`config.mk`:
```
export PLATFORM = sky130hd
export DESIGN_NAME = catx_card
export DESIGN_NICKNAME = d
export VERILOG_FILES = /design/src/rtl/placeholder_none.sv /design/src/rtl/catx_pkg.sv /design/src/rtl/catx_card.sv
export VERILOG_INCLUDE_DIRS = /design/src /design/src/rtl
export SDC_FILE = /design/constraint.sdc
export NUM_CORES = 2
export LEC_CHECK = 0
export BUFFER_PORTS_ARGS = -buffer_cell sky130_fd_sc_hd__buf_2
export CORE_UTILIZATION = 52
export CTS_BUF_LIST = sky130_fd_sc_hd__clkbuf_8
export CTS_CLUSTER_DIAMETER = 80
export CTS_CLUSTER_SIZE = 28
export DETAILED_ROUTE_END_ITERATION = 6
export GPL_TIMING_DRIVEN = 0
export PLACE_DENSITY_LB_ADDON = 0.25
export RECOVER_POWER = 25
export SLEW_MARGIN = 5
export SYNTH_ARGS = -nofsm -noshare
export SYNTH_HDL_FRONTEND = slang
export SYNTH_SLANG_ARGS = --single-unit
```
`constraint.sdc`:
```
create_clock -name SYS_CLK_I -period 6.3 [get_ports SYS_CLK_I]
set_clock_uncertainty 0.15 [all_clocks]
set_input_delay 0.63 -clock SYS_CLK_I [delete_from_list [all_inputs] [get_ports SYS_CLK_I]]
set_output_delay 0.63 -clock SYS_CLK_I [all_outputs]
set_load 0.005 [all_outputs]
```
`src/rtl/catx_defs.svh`:
```
// Constants for the card-side answer-to-reset and T=0 exchange block
// Contract
// - Inactive means powered off; leave on activation (left here only as the last answer character starts)
// - Application management entered anytime; left after PINs (entered here from ready or operation only)
// - Operation only after a session activation succeeded
// - Success ends response with status 90 00
// - Zero expected length returns all, up to 256
// - Warning ends returned data with 62 XX
// - First answer character is 3B or 3F
// - Format 97: TA1, TD1, seven historical bytes
// - TA1 95 encodes factors 512 and 16
// - TD 1F then TA 42: clock stop low
// - TD1 80 then TD2 B1 for both protocols
// - TA3 FE declares 254 byte information field
// - TA2 81 means fixed specific T=1 mode
// - Historical A0: select by identifier, directory present
// - Historical 00: no extended lengths, no channels
`ifndef CATX_DEFS_SVH
`define CATX_DEFS_SVH

`define CATX_A_CTRL 8'h00
`define CATX_A_STAT 8'h04
`define CATX_A_IRQ 8'h08
`define CATX_A_MASK 8'h0C
`define CATX_A_HDR 8'h10
`define CATX_A_HDR2 8'h14
`define CATX_A_RSP 8'h18
`define CATX_A_BUF 8'h1C
`define CATX_A_GO 8'h20

`define CATX_C_MODE 0
`define CATX_C_INV 2
`define CATX_C_APPREQ 3
`define CATX_C_PIN 4
`define CATX_C_SESS 5
`define CATX_CTRL_RST 6'h00
`define CATX_I_HDR 0
`define CATX_I_RXB 1
`define CATX_I_DONE 2
`define CATX_I_ATR 3
`define CATX_I_PERR 4
`define CATX_IRQ_W 5
`define CATX_R_WARN 9
`define CATX_R_QUAL 10

`define CATX_F_FACTOR 512
`define CATX_D_FACTOR 16
`define CATX_ETU_CLKS (`CATX_F_FACTOR / `CATX_D_FACTOR)
`define CATX_MAX_RESP 256

`define CATX_TS_DIRECT 8'h3B
`define CATX_TS_INVERSE 8'h3F
`define CATX_FORMAT 8'h97
`define CATX_TA1_RATE 8'h95
`define CATX_TD1_T0 8'h80
`define CATX_TD1_T1 8'h91
`define CATX_TD_GLOBAL 8'h1F
`define CATX_TA_CLKSTOP 8'h42
`define CATX_TD_T1 8'hB1
`define CATX_TA2_SPECIFIC 8'h81
`define CATX_TA_IFSC 8'hFE
`define CATX_TB_WAIT 8'h00
`define CATX_HIST 56'h8031A073BE2100
`define CATX_HIST_LEN 7
`define CATX_LEN_T0 5'd13
`define CATX_LEN_DUAL 5'd17
`define CATX_LEN_SPEC 5'd18
`define CATX_SW_OK1 8'h90
`define CATX_SW_OK2 8'h00
`define CATX_SW_WARN 8'h62

`endif

```
`src/rtl/placeholder_none.sv`:
```
// No logic here: the whole block lives in catx_card.sv

```
`src/rtl/catx_pkg.sv`:
```
// Types for the card-side answer-to-reset and T=0 exchange block
package catx_pkg;
	typedef enum logic [1:0] {CARD_INACTIVE, CARD_READY, CARD_APPMGMT, CARD_OPER} catx_card_type;
	typedef enum logic [2:0] {LNK_OFF, LNK_ATR, LNK_HDR, LNK_WAIT, LNK_DATA, LNK_SW1,
		LNK_SW2} catx_link_type;
	typedef enum logic [1:0] {SER_IDLE, SER_TX, SER_RX} catx_ser_type;
	typedef enum logic [1:0] {ATR_T0, ATR_DUAL, ATR_SPEC, ATR_RSVD} catx_atr_type;
endpackage

```
`src/rtl/catx_card.sv`:
```
// Card-side answer-to-reset sender and T=0 command framer with APB registers
//
// The placing of the registers and the APB slave port were chosen for this implementation.
`timescale 1ns/1ps
`default_nettype none
`include "catx_defs.svh"

module catx_card
	import catx_pkg::*;
#(
	parameter int ETU_CLKS = `CATX_ETU_CLKS
) (
	input wire logic SYS_CLK_I,
	input wire logic NRST_I,
	input wire logic PSEL_I,
	input wire logic PENABLE_I,
	input wire logic PWRITE_I,
	input wire logic [7:0] PADDR_I,
	input wire logic [31:0] PWDATA_I,
	output logic [31:0] PRDATA_O,
	output logic PREADY_O,
	output logic PSLVERR_O,
	output logic IRQ_O,
	input wire logic LINK_PWR_I,
	input wire logic LINK_CLK_I,
	input wire logic LINK_RST_N_I,
	input wire logic LINK_IO_I,
	output logic LINK_IO_O,
	output logic LINK_IO_OE_N_O
);

	localparam int EW = $clog2(ETU_CLKS);
	localparam logic [55:0] HIST_BYTES = `CATX_HIST;

	// Fewer than four link clocks per bit leave no room for mid-bit sampling
	if (ETU_CLKS < 4) begin : g_etu_chk
		$error("ETU_CLKS below 4 cannot be timed");
	end

	////////////////////////////////////////////////////////////////////////////
	// Pin synchronisers and edge detection

	logic [3:0] sy1_reg;
	logic [3:0] sy2_reg;
	logic clk_prev_reg;
	logic io_prev_reg;
	logic rst_prev_reg;
	logic pwr_s;
	logic lrst_s;
	logic io_s;
	logic lk_rise;

	always_ff @(posedge SYS_CLK_I or negedge NRST_I) begin
		if (!NRST_I) begin
			sy1_reg <= 4'h2;
			sy2_reg <= 4'h2;
			clk_prev_reg <= 1'b0;
			io_prev_reg <= 1'b1;
			rst_prev_reg <= 1'b0;
		end else begin
			sy1_reg <= {LINK_PWR_I, LINK_RST_N_I, LINK_IO_I, LINK_CLK_I};
			sy2_reg <= sy1_reg;
			clk_prev_reg <= sy2_reg[0];
			io_prev_reg <= sy2_reg[1];
			rst_prev_reg <= sy2_reg[2];
		end
	end

	assign pwr_s = sy2_reg[3];
	assign lrst_s = sy2_reg[2];
	assign io_s = sy2_reg[1];
	assign lk_rise = sy2_reg[0] & ~clk_prev_reg;

	////////////////////////////////////////////////////////////////////////////
	// Registers

	logic [5:0] ctrl_reg;
	logic [`CATX_IRQ_W-1:0] irq_reg;
	logic [`CATX_IRQ_W-1:0] mask_reg;
	logic [`CATX_IRQ_W-1:0] ev;
	logic [17:0] rsp_reg;
	logic [7:0] hdr_reg [0:4];
	logic [7:0] rxb_reg;
	logic [7:0] wptr_reg;
	logic [7:0] rsp_mem [0:`CATX_MAX_RESP-1];
	logic wr;
	logic go;
	logic app_req;
	logic mapped;
	logic inv;
	catx_atr_type mode;
	catx_card_type card_reg;
	catx_link_type lnk_reg;
	catx_ser_type ser_reg;

	assign wr = PSEL_I & PENABLE_I & PWRITE_I;
	assign go = wr && PADDR_I == `CATX_A_GO;
	assign app_req = wr && PADDR_I == `CATX_A_CTRL && PWDATA_I[`CATX_C_APPREQ];
	assign inv = ctrl_reg[`CATX_C_INV];
	assign mode = catx_atr_type'(ctrl_reg[`CATX_C_MODE +: 2]);
	assign PREADY_O = 1'b1;
	assign mapped = PADDR_I[1:0] == 2'b00 && PADDR_I <= `CATX_A_GO;
	assign PSLVERR_O = PSEL_I & PENABLE_I & ~mapped;
	assign IRQ_O = |(irq_reg & mask_reg);

	always_ff @(posedge SYS_CLK_I or negedge NRST_I) begin
		if (!NRST_I) begin
			ctrl_reg <= `CATX_CTRL_RST;
			mask_reg <= '0;
			rsp_reg <= '0;
		end else if (wr) begin
			unique case (PADDR_I)
				`CATX_A_CTRL: ctrl_reg <= PWDATA_I[5:0] & 6'h37;
				`CATX_A_MASK: mask_reg <= PWDATA_I[`CATX_IRQ_W-1:0];
				`CATX_A_RSP: begin
					rsp_reg <= PWDATA_I[17:0];
					if (PWDATA_I[8:0] > 9'(`CATX_MAX_RESP))
						rsp_reg[8:0] <= 9'(`CATX_MAX_RESP);
				end
				default: ;
			endcase
		end
	end

	// Sticky events: a set in the same cycle as its clear wins
	always_ff @(posedge SYS_CLK_I or negedge NRST_I) begin
		if (!NRST_I)
			irq_reg <= '0;
		else if (wr && PADDR_I == `CATX_A_IRQ)
			irq_reg <= (irq_reg & ~PWDATA_I[`CATX_IRQ_W-1:0]) | ev;
		else
			irq_reg <= irq_reg | ev;
	end

	always_ff @(posedge SYS_CLK_I or negedge NRST_I) begin
		if (!NRST_I)
			wptr_reg <= '0;
		else if (go)
			wptr_reg <= '0;
		else if (wr && PADDR_I == `CATX_A_BUF)
			wptr_reg <= wptr_reg + 8'h01;
	end

	always_ff @(posedge SYS_CLK_I) begin
		if (wr && PADDR_I == `CATX_A_BUF)
			rsp_mem[wptr_reg] <= PWDATA_I[7:0];
	end

	always_ff @(posedge SYS_CLK_I or negedge NRST_I) begin
		if (!NRST_I)
			PRDATA_O <= '0;
		else if (PSEL_I && !PENABLE_I && !PWRITE_I) begin
			unique case (PADDR_I)
				`CATX_A_CTRL: PRDATA_O <= {26'h0, ctrl_reg};
				`CATX_A_STAT: PRDATA_O <= {24'h0, 1'b0, lnk_reg, ser_reg, card_reg};
				`CATX_A_IRQ: PRDATA_O <= {27'h0, irq_reg};
				`CATX_A_MASK: PRDATA_O <= {27'h0, mask_reg};
				`CATX_A_HDR: PRDATA_O <= {hdr_reg[0], hdr_reg[1], hdr_reg[2], hdr_reg[3]};
				`CATX_A_HDR2: PRDATA_O <= {16'h0, rxb_reg, hdr_reg[4]};
				`CATX_A_RSP: PRDATA_O <= {14'h0, rsp_reg};
				`CATX_A_BUF: PRDATA_O <= {24'h0, wptr_reg};
				default: PRDATA_O <= '0;
			endcase
		end
	end

	////////////////////////////////////////////////////////////////////////////
	// Card operating states

	logic atr_end;

	always_ff @(posedge SYS_CLK_I or negedge NRST_I) begin
		if (!NRST_I)
			card_reg <= CARD_INACTIVE;
		else if (!pwr_s)
			card_reg <= CARD_INACTIVE;
		else begin
			unique case (card_reg)
				CARD_INACTIVE: if (atr_end)
					card_reg <= CARD_READY;
				CARD_READY, CARD_OPER: if (app_req)
					card_reg <= CARD_APPMGMT;
				CARD_APPMGMT: if (ctrl_reg[`CATX_C_PIN] && ctrl_reg[`CATX_C_SESS])
					card_reg <= CARD_OPER;
				else if (ctrl_reg[`CATX_C_PIN])
					card_reg <= CARD_READY;
			endcase
		end
	end

	////////////////////////////////////////////////////////////////////////////
	// Answer-to-reset table

	function automatic logic [7:0] atr_rom(input catx_atr_type m, input logic [4:0] i,
		input logic iv);
		logic [71:0] pre;
		int hs;
		int k;
		pre = '0;
		hs = 6;
		k = int'(i);
		unique case (m)
			ATR_DUAL: begin
				pre = {`CATX_FORMAT, `CATX_TA1_RATE, `CATX_TD1_T0, `CATX_TD_T1,
					`CATX_TA_IFSC, `CATX_TB_WAIT, `CATX_TD_GLOBAL, `CATX_TA_CLKSTOP, 8'h00};
				hs = 9;
			end
			ATR_SPEC: begin
				pre = {`CATX_FORMAT, `CATX_TA1_RATE, `CATX_TD1_T1, `CATX_TA2_SPECIFIC,
					`CATX_TD_T1, `CATX_TA_IFSC, `CATX_TB_WAIT, `CATX_TD_GLOBAL,
					`CATX_TA_CLKSTOP};
				hs = 10;
			end
			default: begin
				pre = {`CATX_FORMAT, `CATX_TA1_RATE, `CATX_TD1_T0, `CATX_TD_GLOBAL,
					`CATX_TA_CLKSTOP, 32'h0};
				hs = 6;
			end
		endcase
		if (k == 0)
			atr_rom = iv ? `CATX_TS_INVERSE : `CATX_TS_DIRECT;
		else if (k < hs)
			atr_rom = pre[79 - 8 * k -: 8];
		else if (k < hs + `CATX_HIST_LEN)
			atr_rom = HIST_BYTES[55 - 8 * (k - hs) -: 8];
		else
			atr_rom = 8'h00;
	endfunction

	////////////////////////////////////////////////////////////////////////////
	// Character engine: start, eight data, parity, two guard times

	logic [EW-1:0] etu_reg;
	logic [3:0] bit_reg;
	logic [9:0] sh_reg;
	logic tx_go;
	logic [7:0] tx_byte;
	logic [7:0] tx_lvl;
	logic [7:0] rx_lvl;
	logic [7:0] rx_byte;
	logic etu_end;
	logic rx_done;
	logic rx_perr;

	assign etu_end = lk_rise && etu_reg == EW'(ETU_CLKS - 1);
	assign tx_lvl = inv ? ~{<<{tx_byte}} : tx_byte;
	// Start plus eight data bits are shifted in; the parity bit is on the line now
	assign rx_lvl = sh_reg[9:2];
	assign rx_byte = inv ? ~{<<{rx_lvl}} : rx_lvl;
	assign rx_done = ser_reg == SER_RX && etu_end && bit_reg == 4'd9;
	assign rx_perr = rx_done && ((^rx_lvl) ^ io_s ^ inv);
	assign tx_go = ser_reg == SER_IDLE && (lnk_reg == LNK_ATR || lnk_reg == LNK_DATA
		|| lnk_reg == LNK_SW1 || lnk_reg == LNK_SW2);

	always_ff @(posedge SYS_CLK_I or negedge NRST_I) begin
		if (!NRST_I) begin
			ser_reg <= SER_IDLE;
			etu_reg <= '0;
			bit_reg <= '0;
			sh_reg <= 10'h3FF;
		end else if (!pwr_s || !lrst_s) begin
			ser_reg <= SER_IDLE;
			sh_reg <= 10'h3FF;
		end else begin
			unique case (ser_reg)
				SER_IDLE: begin
					etu_reg <= '0;
					bit_reg <= '0;
					if (tx_go) begin
						ser_reg <= SER_TX;
						sh_reg <= {(^tx_byte) ^ inv, tx_lvl, 1'b0};
					end else if (lnk_reg inside {LNK_HDR, LNK_WAIT} && io_prev_reg
						&& !io_s) begin
						ser_reg <= SER_RX;
						etu_reg <= EW'(ETU_CLKS / 2);
					end
				end
				SER_TX: if (lk_rise) begin
					etu_reg <= etu_end ? '0 : etu_reg + 1'b1;
					if (etu_end) begin
						sh_reg <= {1'b1, sh_reg[9:1]};
						bit_reg <= bit_reg + 4'd1;
						if (bit_reg == 4'd11)
							ser_reg <= SER_IDLE;
					end
				end
				SER_RX: if (lk_rise) begin
					etu_reg <= etu_end ? '0 : etu_reg + 1'b1;
					if (etu_end) begin
						sh_reg <= {io_s, sh_reg[9:1]};
						bit_reg <= bit_reg + 4'd1;
						if (bit_reg == 4'd9)
							ser_reg <= SER_IDLE;
					end
				end
				default: ser_reg <= SER_IDLE;
			endcase
		end
	end

	always_ff @(posedge SYS_CLK_I or negedge NRST_I) begin
		if (!NRST_I) begin
			LINK_IO_O <= 1'b1;
			LINK_IO_OE_N_O <= 1'b1;
		end else begin
			LINK_IO_O <= sh_reg[0];
			LINK_IO_OE_N_O <= !(ser_reg == SER_TX && bit_reg < 4'd10);
		end
	end

	////////////////////////////////////////////////////////////////////////////
	// Exchange framing

	logic [4:0] idx_reg;
	logic [7:0] tck_reg;
	logic [8:0] cnt_reg;
	logic [8:0] lim;
	logic [4:0] atr_len;
	logic has_tck;
	logic warn;

	assign warn = rsp_reg[`CATX_R_WARN];
	assign has_tck = mode == ATR_DUAL || mode == ATR_SPEC;
	assign atr_len = mode == ATR_DUAL ? `CATX_LEN_DUAL : mode == ATR_SPEC ? `CATX_LEN_SPEC
		: `CATX_LEN_T0;
	assign atr_end = lnk_reg == LNK_ATR && tx_go && idx_reg == atr_len - 5'd1;
	assign lim = hdr_reg[4] == 8'h00 ? 9'(`CATX_MAX_RESP) : {1'b0, hdr_reg[4]};

	always_comb begin
		unique case (lnk_reg)
			LNK_ATR: tx_byte = (has_tck && idx_reg == atr_len - 5'd1) ? tck_reg
				: atr_rom(mode, idx_reg, inv);
			LNK_DATA: tx_byte = rsp_mem[cnt_reg[7:0]];
			LNK_SW1: tx_byte = warn ? `CATX_SW_WARN : `CATX_SW_OK1;
			LNK_SW2: tx_byte = warn ? rsp_reg[`CATX_R_QUAL +: 8] : `CATX_SW_OK2;
			default: tx_byte = 8'h00;
		endcase
	end

	always_ff @(posedge SYS_CLK_I or negedge NRST_I) begin
		if (!NRST_I) begin
			lnk_reg <= LNK_OFF;
			idx_reg <= '0;
			tck_reg <= '0;
			cnt_reg <= '0;
		end else if (!pwr_s || !lrst_s) begin
			lnk_reg <= LNK_OFF;
		end else begin
			unique case (lnk_reg)
				LNK_OFF: if (!rst_prev_reg) begin
					lnk_reg <= LNK_ATR;
					idx_reg <= '0;
					tck_reg <= '0;
				end
				LNK_ATR: if (tx_go) begin
					idx_reg <= idx_reg + 5'd1;
					if (idx_reg != 5'd0)
						tck_reg <= tck_reg ^ tx_byte;
					if (atr_end) begin
						lnk_reg <= LNK_HDR;
						idx_reg <= '0;
					end
				end
				LNK_HDR: if (rx_done) begin
					idx_reg <= idx_reg + 5'd1;
					if (idx_reg == 5'd4)
						lnk_reg <= LNK_WAIT;
				end
				LNK_WAIT: if (go) begin
					cnt_reg <= '0;
					idx_reg <= '0;
					if (rsp_reg[8:0] == 9'd0)
						lnk_reg <= LNK_SW1;
					else begin
						lnk_reg <= LNK_DATA;
						idx_reg <= 5'd1;
					end
				end
				LNK_DATA: if (tx_go) begin
					cnt_reg <= cnt_reg + 9'd1;
					if (cnt_reg + 9'd1 >= rsp_reg[8:0] || cnt_reg + 9'd1 >= lim)
						lnk_reg <= LNK_SW1;
				end
				LNK_SW1: if (tx_go)
					lnk_reg <= LNK_SW2;
				LNK_SW2: if (tx_go) begin
					lnk_reg <= LNK_HDR;
					idx_reg <= '0;
				end
				default: lnk_reg <= LNK_OFF;
			endcase
		end
	end

	always_ff @(posedge SYS_CLK_I or negedge NRST_I) begin
		if (!NRST_I) begin
			hdr_reg <= '{default: 8'h00};
			rxb_reg <= '0;
		end else if (rx_done) begin
			if (lnk_reg == LNK_HDR)
				hdr_reg[idx_reg[2:0]] <= rx_byte;
			else
				rxb_reg <= rx_byte;
		end
	end

	always_comb begin
		ev = '0;
		ev[`CATX_I_HDR] = rx_done && lnk_reg == LNK_HDR && idx_reg == 5'd4;
		ev[`CATX_I_RXB] = rx_done && lnk_reg == LNK_WAIT;
		ev[`CATX_I_DONE] = tx_go && lnk_reg == LNK_SW2;
		ev[`CATX_I_ATR] = atr_end;
		ev[`CATX_I_PERR] = rx_perr;
	end

endmodule // catx_card

`default_nettype wire

```
Word-level counts from Yosys, hierarchy flattened:

Memory sizes are Yosys's and may differ from the RTL's.
Index checks and enable logic that the tools add are counted.

* output and inout bits: 37
* register bits after elaboration: 182
* bits in writable memories: 2048
* input port bits: 49
* memories: 1

Memory list
* rsp_mem: words 256, width 8, read ports 1, clocked after Yosys merged registers in 0, write ports 1, line catx_card.sv:85 `` logic [7:0] rsp_mem [0:`CATX_MAX_RESP-1]; ``

* $lt $le $gt $ge: 9
* equality and inequality tests: 56
* reduce and logical (&&, ||, !) cells: 72
* $add $sub $neg: 10
* mux-type cells: 86
* shift operators: 2
* bitwise gates (word level): 20

Operators with widths (count)
* 32-bit case mux with 8 select lines: 1
* 8-bit two-way mux: 14
* 53-bit case mux with 2 select lines: 1
* 79-bit by 9-bit variable part select with 8-bit output: 1
* 72-bit two-way mux: 1
* 5-bit two-way mux: 13
* 6-bit by 32-bit < comparator with 1-bit output: 2
* 63-bit by 32-bit variable part select with 8-bit output, first input constant: 1
* 10-bit two-way mux: 6
* 40-bit bitwise mux: 1
* 3-bit two-way mux: 12
* 9-bit two-way mux: 4
* 3-bit != test, second input constant: 11
* 32-bit by 4-bit adder with 32-bit output, second input constant: 1
* 8-bit by 5-bit equality test with 1-bit output, second input constant: 4
* 32-bit two-way mux: 1
* 8-bit case mux with 4 select lines: 1
* 7-bit by 32-bit subtractor with 32-bit output, first input constant: 1
* 10-bit case mux with 3 select lines: 1
* 6-bit by 29-bit subtractor with 29-bit output: 1
* 2-bit two-way mux: 14
* 1-bit logical AND: 25
* 5-bit case mux with 5 select lines: 1
* 8-bit demux with 3-bit select: 1
* other kinds (67): 136

Depth between registers and ports, before layout:

* word-level depth: 16
* mapped depth: 20
* gate-level depth less buffers: 19

Worst setup path after synthesis:

Ideal clock, no wire load.

* path kind: register to register
* start: register idx_reg[0]
* end: register sh_reg[9]
* buffers on the path: 1
* path slack: 1731 ps
* arrival time: 4359 ps
* setup time: 61 ps
* cell stages (with the launch flop): 19
* cells stage by stage: dfrtp_1 -> clkbuf_1 -> inv_1 -> ha_1 -> fa_1 -> nor2b_1 -> o21a_1 -> nor2_1 -> ha_1 -> and4_1 -> and3_1 -> o21ai_0 -> o211ai_1 -> a221o_1 -> xnor3_1 -> xnor3_1 -> xnor3_1 -> nor2_1 -> o22a_1

* cells in the longest elaborated chain, start to end: 13
* elaborated cells on any way between the ends: 20
* classes of those cells: 3 x add/sub; 2 x order compare; 1 x eq/ne; 2 x shift; 8 x mux; 1 x bitwise; 3 x reduce/logical

RTL lines
* start: declaration: line catx_card.sv:314 `logic [4:0] idx_reg;`
* start signal: assignment: line catx_card.sv:356 `idx_reg <= idx_reg + 5'd1;`
* start signal: assignment: line catx_card.sv:365 `idx_reg <= idx_reg + 5'd1;`
* 6-bit by 29-bit subtractor with 29-bit output: line catx_card.sv:225 `atr_rom = HIST_BYTES[55 - 8 * (k - hs) -: 8];`
* 7-bit by 32-bit subtractor with 32-bit output: line catx_card.sv:225
* 63-bit by 32-bit variable part select with 8-bit output: line catx_card.sv:225
* 8-bit two-way mux: line catx_card.sv:224 `` else if (k < hs + `CATX_HIST_LEN) ``
* 8-bit two-way mux: line catx_card.sv:222 `else if (k < hs)`
* 8-bit two-way mux: line catx_card.sv:220 `if (k == 0)`
* 8-bit two-way mux (*): line catx_card.sv:331 `LNK_ATR: tx_byte = (has_tck && idx_reg == atr_len - 5'd1) ? tck_reg`
* 8-bit case mux with 4 select lines (*): line catx_card.sv:330 `unique case (lnk_reg)`
* 8-bit XOR reduction (*): line catx_card.sv:271 `sh_reg <= {(^tx_byte) ^ inv, tx_lvl, 1'b0};`
* 1-bit XOR (*): line catx_card.sv:271
* 10-bit two-way mux (*): line catx_card.sv:269 `if (tx_go) begin`
* 10-bit case mux with 3 select lines (*): line catx_card.sv:265 `unique case (ser_reg)`
* 10-bit two-way mux (*): line catx_card.sv:261 `end else if (!pwr_s || !lrst_s) begin`
* end signal: assignment: line catx_card.sv:271
* end signal: assignment: line catx_card.sv:281 `sh_reg <= {1'b1, sh_reg[9:1]};`
* end signal: assignment: line catx_card.sv:290 `sh_reg <= {io_s, sh_reg[9:1]};`
* end: declaration: line catx_card.sv:235 `logic [9:0] sh_reg;`

Every way passes the cells marked *; elsewhere a longest branch is shown, timed or not. The select of a mux whose other input is x is not followed.
A chain may end at the register's enable or synchronous reset.

Final worst setup path:

* start: register cnt_reg[1]
* end: register sh_reg[9]

* cells in the longest elaborated chain, start to end: 7

RTL lines
* start: declaration: line catx_card.sv:316 `logic [8:0] cnt_reg;`
* start signal: assignment: line catx_card.sv:380 `cnt_reg <= cnt_reg + 9'd1;`
* memory read 256 x 8 bit
* 8-bit case mux with 4 select lines: line catx_card.sv:330
* 8-bit XOR reduction: line catx_card.sv:271
* 1-bit XOR: line catx_card.sv:271
* 10-bit two-way mux: line catx_card.sv:269
* 10-bit case mux with 3 select lines: line catx_card.sv:265
* 10-bit two-way mux: line catx_card.sv:261

No other way between the ends. The select of a mux whose other input is x is not followed.

==> run_results.csv <==
group,metric,value,unit
outcome,status,"finished, violations left",
outcome,violations,"max-capacitance violations, max-slew violations, negative setup slack",
sta,slew_violations,1185,
sta,setup_slack,-0.3277,ns
die,die_y,417.0,um
sta,post-route-period-util,105.2,%
power,p_sw,5.171,mW
critical_path,crit_type,"reg -> reg",
die,core,170200,um2
global_routing,grt_antenna_before_repair,16,
routing,wl_per_cell,42.20,um
synthesis,syn_area_per_cell,18.99,um2
critical_path,critical_path.max_fanout,11,
min_path,hold_path_class,"in -> reg",
power,finalPower,23.39,mW
power,switching_share,22.11,%
routing,wl,308800,um
synthesis,syn_inst,4716,
power,ir_worst_vdd,300.1,uV
clocking,clk-insertion-delay-late,1.01,ns
power,p_clk_share,28.4,%
layout,nNetsFinal,5043,
critical_path,slowest_delay,0.79,ns
place,place_ws,-1.954,ns
clocking,clockRootBuffer,"clkbuf_8",
routing,vias_per_cell,7.038,
synthesis,ys_warn_count,0,
power,p_comb_share,2.3,%
die,dieWidth,417.0,um
critical_path,path_delay_family,"buffers and inverters",
place,place_area,93500,um2
clocking,clkSinkCount,2230,
sta,setup_violations,4,
global_routing,grt_start_max_net_pins,149,
power,leakage,29.57,nW
synthesis,netlist-cell-type-count,74,
global_routing,grt_pass1_vias,47640,
critical_path,endpoint_kind,"flop",
critical_path,critPathSlowestCell,"buf_2",
die,rows,151,
global_routing,overflow,0,
layout,final_cells,7318,
critical_path,cp.arrival,7.40,ns
place,gp_congestion,1.018,
synthesis,async_flop_share,8.161,%
synthesis,ys_ff_latch,2230,
die,die-area,173900,um2
routing,firstDrtPassIters,7,
routing,via_count,51500,
place,portBuffers,70,
synthesis,synth_area,89570,um2
clocking,htree_levels,3,
critical_path,crit_required,7.07,ns
critical_path,start_kind,"flop",
sta,worst_pin_slew,6.878,ns
synthesis,synth-main-ff-cell,"edfxtp_1",
place,place_inst,7105,
synthesis,synth.net_count,4818,
run,cap_violations,16,
routing,drc,0,
clocking,cts_buffers,104,
critical_path,crit_buf_inv,5,
synthesis,ys_seq_area_share,73.77,%
clocking,cts_tree,"built",
layout,drive_above_1_share,20.39,%
routing,drt_iter0_drc,10270,
sta,final.min_clock_period,6.628,ns
sta,hold-worst-slack,0.1238,ns
clocking,cts.path.max_buffers,3,
place,dp_hpwl,203400,um
synthesis,synth_edf_count,2048,
die,io_pins,86,
global_routing,grt_use_total,35.52,%
power,p_int,18.22,mW
sta,max_slew_margin,-358.5,%
power,power_density,243.0,nW/um2
critical_path,cp_cell_sequence,"buf_2, buf_4, buf_2, buf_4, nand2b_1, clkbuf_4, o21ai_0, o221ai_1, a221oi_1, a2111oi_4, a21oi_4, xnor3_1, xnor3_1, nor2_1, o22a_1",
sta,max_freq,150.9,MHz
clocking,clkTransAtPathRegs,0.17,ns
die,initial_core_util,52.62,%
layout,area_growth,7.482,%
power,pwr-share-seq,69.3,%
layout,largest_reg_flops,2048,
layout,postLayoutCellArea,96270,um2
global_routing,grt_pass1_wl,410400,um
sta,hold_viol_final,0,
routing,ant_nets,0,
==> cell usage in the layout (no fill, tap or decap), types with 57 or more instances in the layout <==
| cell type | count |
|---|---|
| mux4_2 | 532 |
| dfrtp_1 | 166 |
| nor2_1 | 360 |
| a22oi_1 | 84 |
| mux2i_1 | 145 |
| inv_1 | 65 |
| o21ai_0 | 136 |
| nand3_1 | 57 |
| clkbuf_1 | 104 |
| clkbuf_8 | 106 |
| buf_2 | 86 |
| a21oi_1 | 86 |
| edfxtp_1 | 2048 |
| nand2_1 | 264 |
==> power groups by stage <==
| stage | registers, mW | logic (mW) | clock network (mW) |
|---|---|---|---|
| after floorplan | 16.5 | 0.166 | 0 |
| final | 16.2 | 0.529 | 6.64 |
| after CTS | 16.2 | 0.522 | 6.58 |
| after detailed placement | 16.5 | 0.508 | 0 |
| after global routing | 16.2 | 0.566 | 7.00 |
| after global placement | 16.6 | 0.461 | 0 |
==> cells in the mapped netlist, types with 5 or more instances <==
library cell  instances  area share, %
nand2b_1             25           0.17
o31ai_1               9          0.075
o211ai_1             23           0.19
mux4_2              532             13
clkbuf_1            134           0.56
a22o_1               19           0.19
mux2i_1             148            1.7
buf_6                28           0.35
o21ai_0             138           0.77
dfstp_2              15           0.44
buf_4                18           0.15
dfrtp_1             167            4.7
a211oi_1             16           0.13
a21oi_1              89           0.50
nor4_1               21           0.15
buf_2                64           0.36
xnor2_1              18           0.18
mux2_2               28           0.35
a22oi_1              84           0.70
nand4_1              13          0.091
a31oi_1              17           0.12
nor3b_1               5          0.042
ha_1                 52           0.73
nor2b_1              26           0.18
xor2_1               19           0.19
a21o_1               17           0.14
inv_1                56           0.23
nor3_1               22           0.12
a221oi_1             15           0.15
o22ai_1              31           0.22
a2111oi_0             5          0.049
and3_1               10          0.070
buf_1                15          0.063
nand3_1              57           0.32
and2_1                7          0.049
edfxtp_1           2048             69
or3_1                 5          0.035
o221ai_1             15           0.15
nand2_1             264            1.1
nor2_1              363            1.5
a222oi_1             10           0.11
==> per-layer routing <==
layer | share of wire, % | up-vias | GRT usage, %
met2 | 44 | 4349 | 51.48
met4 | 7.6 | 10 | 21.76
met5 | 0.019 | - | 0
met1 | 34 | 26800 | 46.16
li1 | - | 19460 | -
met3 | 15 | 893 | 12.63
==> stage by stage <==
step                  TNS, ns  util, %
finish                -0.6335    56.55
global route        -0.001263    56.55
CTS                         0    56.51
detailed placement     -11.67    54.93
global placement       -45.80    54.51
floorplan                   0        -
==> area by class of cell <==
class	count	area [um2]
Antenna cell	10	25.02
Buffer	258	1627
Clock buffer	106	1459
Clock inverter	72	744.5
Fill cell	12760	73960
Inverter	59	221.5
Multi-Input combinational cell	2168	22120
Sequential cell	2230	66070
Tap cell	2295	2872
Timing Repair Buffer	120	1134
==> worst register-to-register path, delay by kind of cell, from the launching register on <==
kind	cells	cell delay, ns
compound gates	6	2.14
flops	1	0.38
buf+inv	5	2.53
simple gates	2	0.55
xor+xnor	2	0.82
==> path summary, 6_finish.rpt <==
kind                                        start                        to  slack [ns]  cells past startpoint
max in group asynchronous                  NRST_I    ser_reg[1]$_DFFE_PN0P_        3.34                      2
setup reg to reg           cnt_reg[1]$_DFFE_PN0P_     sh_reg[9]$_DFFE_PN1P_       -0.33                     15
hold reg to reg              sy1_reg[0]$_DFF_PN0_      sy2_reg[0]$_DFF_PN0_        0.22                      0
min in group asynchronous                  NRST_I   PRDATA_O[4]$_DFFE_PN0P_        0.99                      2
hold / removal                         PADDR_I[7]  PRDATA_O[14]$_DFFE_PN0P_        0.12                      4
setup / recovery           cnt_reg[1]$_DFFE_PN0P_     sh_reg[9]$_DFFE_PN1P_       -0.33                     15
==> timing repair <==
action / in CTS / in global routing
resized for setup: 79 / 36
endpoints found under the setup margin: 11 / 5
hold buffers: 23 / 1
endpoints found under the hold margin: 165 / 2
buffers inserted: 2 / 0
==> cell families (layout without fill, tap and decap cells) <==
| kind of cell | count (synthesis) | count (layout) | synth area share [%] |
|---|---|---|---|
| XOR/XNOR | 40 | 40 | 0.4372 |
| buffers and inverters | 318 | 615 | 1.732 |
| AO/OA/AOI/OAI | 532 | 532 | 3.930 |
| adder cells (fa/ha/maj) | 53 | 53 | 0.7487 |
| AND/OR/NAND/NOR | 834 | 834 | 3.999 |
| other | 1 | 11 | 0.004187 |
| flip-flops | 2230 | 2230 | 73.77 |
| multiplexers | 708 | 708 | 15.38 |
Power figures use the tool's default switching activity.
